`config.mk`:
```
export PLATFORM = sky130hd
export DESIGN_NAME = timer_slice_capture_fifo
export DESIGN_NICKNAME = d
export VERILOG_FILES = /design/src/capture_slice_pkg.sv /design/src/timer_slice_capture_fifo.sv
export VERILOG_INCLUDE_DIRS = /design/src
export SDC_FILE = /design/constraint.sdc
export NUM_CORES = 1
export LEC_CHECK = 0
export ABC_CLOCK_PERIOD_IN_PS = 4400
export BUFFER_PORTS_ARGS = -buffer_cell sky130_fd_sc_hd__buf_2
export CORE_MARGIN = 2
export CORE_UTILIZATION = 62
export CTS_BUF_LIST = sky130_fd_sc_hd__clkbuf_8
export DETAILED_ROUTE_END_ITERATION = 8
export PLACE_DENSITY = 0.93
export SYNTH_ARGS = -nofsm -noshare
export SYNTH_HDL_FRONTEND = slang
export SYNTH_SLANG_ARGS = --single-unit
```
`constraint.sdc`:
```
create_clock -name clk -period 4.4 [get_ports clk]
set_input_delay 0.22 -clock clk [delete_from_list [all_inputs] [get_ports clk]]
set_output_delay 0.22 -clock clk [all_outputs]
set_load 0.005 [all_outputs]
```
`src/capture_slice_defines.svh`:
```
`ifndef CAPTURE_SLICE_DEFINES_SVH
`define CAPTURE_SLICE_DEFINES_SVH

// register byte addresses (byte address = index * 4)
`define ADDR_CTRL        8'h00
`define ADDR_SEL         8'h04
`define ADDR_CAP0        8'h08
`define ADDR_CAP1        8'h0C
`define ADDR_CAP2        8'h10
`define ADDR_CAP3        8'h14
`define ADDR_FIFO0       8'h18
`define ADDR_FIFO1       8'h1C
`define ADDR_STATUS      8'h20
`define ADDR_TIMER       8'h24

// control register fields
`define CTRL_SHARED_BIT  0
`define CTRL_CONT_BIT    1
`define CTRL_EXT_BIT     2
`define CTRL_RUN_BIT     3
`define CTRL_RESET       4'h0

// select register fields
`define SEL0_LSB         0
`define SEL1_LSB         4
`define EDGE0_LSB        8
`define EDGE1_LSB        10
`define SEL_RESET        12'h000

// edge modes
`define EDGE_NONE        2'h0
`define EDGE_RISE        2'h1
`define EDGE_FALL        2'h2
`define EDGE_BOTH        2'h3

// fifo read data fields
`define FIFO_LOST_BIT    16
`define FIFO_VALID_BIT   17

// status register fields
`define STAT_FULL_LSB    0
`define STAT_ST_BIT      4
`define STAT_LOST0_BIT   5
`define STAT_LOST1_BIT   6
`define STAT_CMP_BIT     7
`define STAT_PER_BIT     8

`define TIMER_ZERO       16'h0000
`define TIMER_ONE        16'h0001
`define PERIOD_RESET     16'hFFFF
`define SEL_OFF          4'h0

`endif

```
`src/capture_slice_pkg.sv`:
```
package capture_slice_pkg;
    typedef logic [15:0] timer_t;
    typedef logic [1:0]  edge_t;
endpackage

```
`src/timer_slice_capture_fifo.sv`:
```
`timescale 1ns/1ps
`include "capture_slice_defines.svh"
// Summary of operation
// nonzero trigger select enables capture mode
// capture regs 0/1 disable compare channel
// capture regs 2/3 disable period control
// triggers act on selected input edge
// shared event: software programs trigger 1
// trigger 1 loads reg3, shifts to reg2
// trigger 0 loads reg1, shifts to reg0
// each capture sets register full flag
// reads clear that register's full flag
// two-register chain gated by full flags
// continuous capture ignores full-flag locking
// trigger 1 capture: counter wraps 16 bits
// status sets on capture, clears at zero
// shared event chains all four registers
// four-chain gating; continuous overrides it
// extended read-back returns oldest unread value
// depth-4 fifo when shared and trigger1
// else two depth-2 fifos, locations 0/1
// lost bit set on event while full
// lost bit cleared by next fifo read
// extended mode: only fifo reads clear flags
// reset clears full and lost flags
module timer_slice_capture_fifo
    import capture_slice_pkg::*;
#(
    parameter int IN_COUNT = 16
)(
    input  wire logic                clk,
    input  wire logic                rst_n,
    input  wire logic [IN_COUNT-1:0] event_in,
    input  wire logic [7:0]          addr,
    input  wire logic [31:0]         wdata,
    input  wire logic                wr,
    input  wire logic                rd,
    output logic [31:0]              rdata,
    output logic                     slice_status_bit,
    output logic                     capture_mode,
    output logic                     compare_avail,
    output logic                     period_avail
);
    if (IN_COUNT < 1 || IN_COUNT > 16)
    begin
        $error("IN_COUNT must be 1..16");
    end

    logic [3:0]  ctrl_q;
    logic [11:0] sel_q;
    timer_t      timer_q;
    timer_t      period_q;
    timer_t      cap_q [4];
    logic [3:0]  full_q;
    logic [1:0]  lost_q;
    logic        st_q;
    logic [31:0] rdata_q;

    // three-stage synchroniser per input
    logic [IN_COUNT-1:0] s1_q;
    logic [IN_COUNT-1:0] s2_q;
    logic [IN_COUNT-1:0] s3_q;
    always_ff @(posedge clk or negedge rst_n)
    begin
        if (!rst_n)
        begin
            s1_q <= '0;
            s2_q <= '0;
            s3_q <= '0;
        end
        else
        begin
            s1_q <= event_in;
            s2_q <= s1_q;
            s3_q <= s2_q;
        end
    end

    wire logic [3:0] sel0   = sel_q[`SEL0_LSB +: 4];
    wire logic [3:0] sel1   = sel_q[`SEL1_LSB +: 4];
    wire edge_t      em0    = sel_q[`EDGE0_LSB +: 2];
    wire edge_t      em1    = sel_q[`EDGE1_LSB +: 2];
    wire logic       shared = ctrl_q[`CTRL_SHARED_BIT];
    wire logic       cont   = ctrl_q[`CTRL_CONT_BIT];
    wire logic       ext    = ctrl_q[`CTRL_EXT_BIT];
    wire logic       run    = ctrl_q[`CTRL_RUN_BIT];

    // select value n picks input n-1; zero disables the trigger
    function automatic logic edge_hit(input logic [3:0] s, input edge_t m,
                                      input logic [IN_COUNT-1:0] now,
                                      input logic [IN_COUNT-1:0] old);
        logic a;
        logic b;
        a = 1'b0;
        b = 1'b0;
        if (s != `SEL_OFF && 32'(s) <= IN_COUNT)
        begin
            a = now[s - 4'h1];
            b = old[s - 4'h1];
        end
        case (m)
            `EDGE_RISE: edge_hit = a & ~b;
            `EDGE_FALL: edge_hit = ~a & b;
            `EDGE_BOTH: edge_hit = a ^ b;
            default:    edge_hit = 1'b0;
        endcase
    endfunction

    wire logic mode0 = (sel0 != `SEL_OFF) && !shared;
    wire logic mode1 = (sel1 != `SEL_OFF);

    // edges counted once stages two and three agree
    logic [IN_COUNT-1:0] prev_q;
    logic [IN_COUNT-1:0] stable;
    assign stable = (s2_q & s3_q) | (prev_q & (s2_q ^ s3_q));
    always_ff @(posedge clk or negedge rst_n)
    begin
        if (!rst_n)
            prev_q <= '0;
        else
            prev_q <= stable;
    end
    wire logic t0 = mode0 && edge_hit(sel0, em0, stable, prev_q);
    wire logic t1 = mode1 && edge_hit(sel1, em1, stable, prev_q);

    // register reads that release full flags
    wire logic rd_cap0 = rd && addr == `ADDR_CAP0;
    wire logic rd_cap1 = rd && addr == `ADDR_CAP1;
    wire logic rd_cap2 = rd && addr == `ADDR_CAP2;
    wire logic rd_cap3 = rd && addr == `ADDR_CAP3;
    wire logic rd_f0   = rd && addr == `ADDR_FIFO0;
    wire logic rd_f1   = rd && addr == `ADDR_FIFO1;

    // fifo head: oldest full register of the structure
    logic        deep;
    logic [1:0]  head0;
    logic        has0;
    logic [1:0]  head1;
    logic        has1;
    assign deep = shared && mode1;
    always_comb
    begin
        has0  = full_q[0] | full_q[1];
        head0 = full_q[0] ? 2'h0 : 2'h1;
        has1  = 1'b1;
        head1 = 2'h3;
        if (deep && full_q[0])
            head1 = 2'h0;
        else if (deep && full_q[1])
            head1 = 2'h1;
        else if (full_q[2])
            head1 = 2'h2;
        else if (!full_q[3])
            has1 = 1'b0;
    end

    // flag clears from reads
    logic [3:0] clr;
    always_comb
    begin
        clr = 4'h0;
        if (!ext)
            clr = {rd_cap3, rd_cap2, rd_cap1, rd_cap0};
        else
        begin
            if (rd_f0 && has0 && !deep)
                clr[head0] = 1'b1;
            if (rd_f1 && has1)
                clr[head1] = 1'b1;
        end
    end

    // load enables per register
    logic [3:0] ld;
    always_comb
    begin
        ld = 4'h0;
        if (deep)
        begin
            if (t1)
            begin
                ld[3] = cont || !(&full_q);
                ld[2] = cont || (full_q[3] && !(&full_q[2:0]));
                ld[1] = cont || (full_q[2] && !(&full_q[1:0]));
                ld[0] = cont || (full_q[1] && !full_q[0]);
            end
        end
        else
        begin
            if (t1)
            begin
                ld[3] = cont || !(full_q[3] && full_q[2]);
                ld[2] = cont || (full_q[3] && !full_q[2]);
            end
            if (t0)
            begin
                ld[1] = cont || !(full_q[1] && full_q[0]);
                ld[0] = cont || (full_q[1] && !full_q[0]);
            end
        end
    end

    always_ff @(posedge clk or negedge rst_n)
    begin
        if (!rst_n)
        begin
            for (int i = 0; i < 4; i++)
                cap_q[i] <= `TIMER_ZERO;
        end
        else
        begin
            if (ld[3])
                cap_q[3] <= timer_q;
            if (ld[2])
                cap_q[2] <= cap_q[3];
            if (ld[1])
                cap_q[1] <= deep ? cap_q[2] : timer_q;
            if (ld[0])
                cap_q[0] <= cap_q[1];
        end
    end

    // set wins over a same-cycle clear
    always_ff @(posedge clk or negedge rst_n)
    begin
        if (!rst_n)
            full_q <= 4'h0;
        else
            full_q <= (full_q & ~clr) | ld;
    end

    logic full_s0;
    logic full_s1;
    assign full_s0 = &full_q[1:0];
    assign full_s1 = deep ? &full_q : &full_q[3:2];
    always_ff @(posedge clk or negedge rst_n)
    begin
        if (!rst_n)
            lost_q <= 2'b00;
        else
        begin
            if (t0 && full_s0)
                lost_q[0] <= 1'b1;
            else if (rd_f0)
                lost_q[0] <= 1'b0;
            if (t1 && full_s1)
                lost_q[1] <= 1'b1;
            else if (rd_f1)
                lost_q[1] <= 1'b0;
        end
    end

    // slice counter: full range when trigger 1 captures
    always_ff @(posedge clk or negedge rst_n)
    begin
        if (!rst_n)
            timer_q <= `TIMER_ZERO;
        else if (run)
        begin
            if (!mode1 && timer_q >= period_q)
                timer_q <= `TIMER_ZERO;
            else
                timer_q <= timer_q + `TIMER_ONE;
        end
    end

    always_ff @(posedge clk or negedge rst_n)
    begin
        if (!rst_n)
            st_q <= 1'b0;
        else if (t0 || t1)
            st_q <= 1'b1;
        else if ((mode0 || mode1) && timer_q == `TIMER_ZERO)
            st_q <= 1'b0;
    end

    // software registers
    always_ff @(posedge clk or negedge rst_n)
    begin
        if (!rst_n)
        begin
            ctrl_q   <= `CTRL_RESET;
            sel_q    <= `SEL_RESET;
            period_q <= `PERIOD_RESET;
        end
        else if (wr)
        begin
            if (addr == `ADDR_CTRL)
                ctrl_q <= wdata[3:0];
            if (addr == `ADDR_SEL)
                sel_q <= wdata[11:0];
            if (addr == `ADDR_TIMER && !mode1)
                period_q <= wdata[15:0];
        end
    end

    logic [31:0] rd_d;
    always_comb
    begin
        rd_d = 32'h0000_0000;
        case (addr)
            `ADDR_CTRL:  rd_d[3:0]   = ctrl_q;
            `ADDR_SEL:   rd_d[11:0]  = sel_q;
            `ADDR_CAP0:  rd_d[15:0]  = cap_q[0];
            `ADDR_CAP1:  rd_d[15:0]  = cap_q[1];
            `ADDR_CAP2:  rd_d[15:0]  = cap_q[2];
            `ADDR_CAP3:  rd_d[15:0]  = cap_q[3];
            `ADDR_FIFO0:
            begin
                rd_d[15:0]            = cap_q[head0];
                rd_d[`FIFO_LOST_BIT]  = lost_q[0];
                rd_d[`FIFO_VALID_BIT] = has0 && !deep;
            end
            `ADDR_FIFO1:
            begin
                rd_d[15:0]            = cap_q[head1];
                rd_d[`FIFO_LOST_BIT]  = lost_q[1];
                rd_d[`FIFO_VALID_BIT] = has1;
            end
            `ADDR_STATUS:
            begin
                rd_d[`STAT_FULL_LSB +: 4] = full_q;
                rd_d[`STAT_ST_BIT]        = st_q;
                rd_d[`STAT_LOST0_BIT]     = lost_q[0];
                rd_d[`STAT_LOST1_BIT]     = lost_q[1];
                rd_d[`STAT_CMP_BIT]       = !(mode0 || deep);
                rd_d[`STAT_PER_BIT]       = !mode1;
            end
            `ADDR_TIMER: rd_d[15:0]  = timer_q;
            default:     rd_d        = 32'h0000_0000;
        endcase
    end

    always_ff @(posedge clk or negedge rst_n)
    begin
        if (!rst_n)
            rdata_q <= 32'h0000_0000;
        else
            rdata_q <= rd ? rd_d : 32'h0000_0000;
    end

    logic cm_q;
    logic ca_q;
    logic pa_q;
    always_ff @(posedge clk or negedge rst_n)
    begin
        if (!rst_n)
        begin
            cm_q <= 1'b0;
            ca_q <= 1'b1;
            pa_q <= 1'b1;
        end
        else
        begin
            cm_q <= mode0 || mode1;
            ca_q <= !(mode0 || deep);
            pa_q <= !mode1;
        end
    end

    assign rdata            = rdata_q;
    assign slice_status_bit = st_q;
    assign capture_mode     = cm_q;
    assign compare_avail    = ca_q;
    assign period_avail     = pa_q;
endmodule

```
==> Implementation_results.wiki <==
{| class="wikitable"
! Metric !! Value
|-
| Cell with the most instances after synthesis || sky130_fd_sc_hd__dfrtp_1
|-
| Top-area cell type share of the netlist area || 46.0%
|-
| Post-detailed-routing wire length || 24,600 um
|-
| Category of the critical setup timing path || reg -> reg
|-
| DRC violation count after routing || 0
|-
| Clock net sink count || 204
|-
| Count of endpoints failing setup in the final report || 0
|-
| Power share of the clock group || 40.5%
|-
| RSZ-0062 raised after global routing || no
|-
| Synth Area in Adders || 5.19%
|-
| Full die area || 17,400 sq um
|-
| Final Worst Setup Slack || 0.401 ns
|-
| Post-synthesis cell type with the largest combined area || sky130_fd_sc_hd__dfrtp_1
|-
| Cell at the root of the clock tree || sky130_fd_sc_hd__clkbuf_8
|-
| Leakage component of the power || 0.00540 uW
|-
| Critical path cell sequence || inv_1 -> ha_1 -> mux4_2 -> mux2i_1 -> mux2_2 -> or2_2 -> ha_1 -> nor2b_1 -> o21ai_0 -> a21oi_1 -> a21oi_1 -> a21oi_2 -> buf_4 -> mux2_2
|-
| Cell type group with the largest total delay on the critical path || multiplexers
|-
| Complex-gate fraction of the synthesized area || 10.3%
|-
| Die Span X || 132 um
|-
| Arrival time of data at the critical path endpoint || 4.40 ns
|-
| Fraction of layout cells with a size suffix above 1 || 30.5%
|-
| Total via count in the routed design || 7,415
|-
| Required time reported for the critical path endpoint || 4.81 ns
|-
| Total negative setup slack || 0 ns
|-
| Total congestion overflow || 0
|-
| Clk_lat worst skew || 0.53 ns
|-
| Switching share of total power || 26.1%
|-
| Placer's final routability congestion estimate || 0.912
|-
| Fraction of the cycle the final worst path needs || 90.9%
|-
| P_sw || 1090 uW
|-
| TritonCTS clock tree || done
|-
| Number of violations of the max-capacitance limit || 0
|-
| Ranking of synthesized cells by instance count || sky130_fd_sc_hd__dfrtp_1 (186), sky130_fd_sc_hd__mux2_2 (101), sky130_fd_sc_hd__inv_1 (48), sky130_fd_sc_hd__a21oi_1 (47)
|-
| Largest family of logic cells by synthesized area || multiplexers
|-
| Longest Clk Path Bufs || 3
|-
| Count of mapped cells out of synthesis || 835
|-
| Post-detail-place hpwl || 15,900 um
|-
| Average wire length per cell after detail routing || 20.9 um
|-
| Number of synthesized flops with an enable pin || 0
|-
| Post-route core utilization || 72.4%
|-
| Final antenna-violating net count || 0
|-
| Cell area after synthesis || 10,100 sq um
|-
| Largest net degree at the start of global routing || 113
|-
| Number of input and output port buffers inserted || 65
|-
| Peak supply drop || 0.000343 V
|-
| Top routing layer in use || met4
|-
| Wire length of the first global-routing pass || 39,600 um
|-
| Distinct cell type count after synthesis || 71
|-
| Slowest library cell on the worst path || sky130_fd_sc_hd__ha_1
|-
| Ports placed on the boundary || 96
|-
| Total power of the final layout || 4160 uW
|-
| Top post-synthesis cells by area || sky130_fd_sc_hd__dfrtp_1 (46%), sky130_fd_sc_hd__mux2_2 (11%), sky130_fd_sc_hd__ha_1 (5.2%)
|-
| Chip Height || 132 um
|-
| Clock skew || 0.0226 ns
|-
| Antenna diodes || 0
|-
| Drt first-iter violations || 680
|-
| Core ar. || 15,900 sq um
|-
| Number of H-tree branching levels || 2
|-
| Main synth FF type || sky130_fd_sc_hd__dfrtp_1
|-
| Post-synthesis share of cell area spent on xor and xnor gates || 1.65%
|-
| Wire length the detailed router placed on met1 || 9710 um
|-
| Clock-pin slew on the worst setup and hold paths || 0.05 ns
|-
| Min Clock Period, post-route || 4.00 ns
|-
| Worst path bufs/invs || 2
|-
| Met3 wire length || 1840 um
|-
| Number of buffers inserted to repair setup after CTS || 0
|-
| Element type at the critical path end || flop
|-
| Stage delay of the slowest cell on the critical path || 0.59 ns
|-
| Fraction of registers with async set/reset || 100%
|-
| Worst slack on hold paths || 0.0260 ns
|-
| Design internal power || 3070 uW
|-
| Final nets || 1,042
|-
| Post-synthesis simple-gate area fraction || 7.88%
|-
| Area Growth Syn to Fin || 14.2%
|-
| Post-Synthesis Mean Instance Area || 12.1 sq um
|-
| Status || complete, no violations
|-
| Mux contribution to synthesized area || 19.3%
|-
| Quantity of gates resized following cts || 0
|-
| Internal reg-to-reg setup slack || 0.40 ns
|-
| Maximum clock rate || 0.250 GHz
|-
| GR Util All Layers || 28.8%
|-
| Normalized max-slew margin || 24.2%
|-
| Number of antenna violations at the first check in global routing || 0
|-
| Met2 wire length || 11,800 um
|-
| Part of the Yosys area used for sequential elements || 50.7%
|-
| Number of warnings printed during yosys synthesis || 0
|-
| First drt pass iteration count || 5
|-
| Final Slew Violations || 0
|-
| Number of buffers created by CTS || 34
|-
| Final count of hold timing violations || 0
|-
| Post-synthesis sequential element count || 204
|-
| Vias in the first global route || 7,618
|-
| Portion of total power attributed to sequential cells || 48.7%
|-
| Vias per Instance || 6.28
|-
| Total power density per cell area || 360 nW/um^2
|-
| Worst Setup Start Kind || flop
|-
| Row count || 46
|-
| Combinational fraction of design power || 10.9%
|-
| Starting density of the core || 63.5%
|-
| Transition at the pin with the smallest max-transition slack || 1.12 ns
|-
| CP Max Fanout || 17
|-
| Worst setup timing slack at the placement stage || 0.576 ns
|-
| Class of the worst hold path || in -> reg
|}
==> power by group through the flow <==
stage	Sequential (uW)	Clock [uW]	Combinational, uW
after floorplan	2020	0	271
after global placement	2050	0	388
after detailed placement	2050	0	413
after CTS	2020	1710	445
after global routing	2030	1780	488
final	2020	1680	453
==> metrics by stage <==
step	cell area, sq um	std cells
floorplan	10200	848
global placement	10600	1089
detailed placement	10600	1089
CTS	11500	1180
global route	11500	1180
finish	11500	1180
==> registers in the layout, summed over array words and instances, names as in the netlist, 16 cells and up <==
signal    flops
period_q     16
s1_q         16
timer_q      16
s3_q         16
s2_q         16
cap_q        64
rdata        18
prev_q       16
==> layer usage <==
metal	track usage, %	up-vias
met3	5.81	112
met4	16.2	0
met2	46.4	401
li1	-	3205
met1	36.8	3697
met5	0	-
==> timing repair <==
| item | in CTS | in global routing |
|---|---|---|
| hold buffers | 31 | 0 |
| endpoints found under the setup margin | 0 | 0 |
| endpoints found under the hold margin | 145 | 0 |
==> cells by family after synthesis <==
logic type | count (synthesis)
DFF | 204
and+or+nand+nor | 159
muxes | 156
AOI/OAI and AO/OA | 153
buffers and inverters | 101
adders and majority gates | 42
xor gates and xnor gates | 19
other | 1
==> final timing paths <==
kind / end / start / cells past startpoint
hold reg to reg: s2_q[11]$_DFF_PN0_ / s1_q[11]$_DFF_PN0_ / 0
setup reg to reg: cap_q[39]$_DFFE_PN0P_ / sel_q[5]$_DFFE_PN0P_ / 14
hold / removal: sel_q[3]$_DFFE_PN0P_ / wdata[3] / 2
max in group asynchronous: sel_q[6]$_DFFE_PN0P_ / rst_n / 3
setup / recovery: cap_q[39]$_DFFE_PN0P_ / sel_q[5]$_DFFE_PN0P_ / 14
min in group asynchronous: lost_q[1]$_DFFE_PN0P_ / rst_n / 2
==> area by class of cell <==
type	instances	area (sq um)
multi-input combinational	543	4540
timing repair buffer	109	742
sequential	204	5130
fill	1005	4390
clock inverter	18	110
inverter	48	180
clock buffer	42	578
tap	216	270
==> cells in the final DEF (no fill, tap or decap), types with 10 or more instances in the layout <==
master,count
sky130_fd_sc_hd__nor2_1,46
sky130_fd_sc_hd__buf_4,13
sky130_fd_sc_hd__mux4_2,17
sky130_fd_sc_hd__clkbuf_8,43
sky130_fd_sc_hd__a22oi_1,15
sky130_fd_sc_hd__buf_2,64
sky130_fd_sc_hd__conb_1,14
sky130_fd_sc_hd__inv_1,58
sky130_fd_sc_hd__mux2_2,101
sky130_fd_sc_hd__o21ai_0,30
sky130_fd_sc_hd__dfstp_2,18
sky130_fd_sc_hd__ha_1,42
sky130_fd_sc_hd__a21oi_1,47
sky130_fd_sc_hd__nand2_1,46
sky130_fd_sc_hd__dfrtp_1,186
sky130_fd_sc_hd__xor2_1,13
sky130_fd_sc_hd__a221oi_1,10
sky130_fd_sc_hd__dlygate4sd3_1,31
sky130_fd_sc_hd__mux2i_1,20
Note: power is estimated with default switching activity, not from simulation.
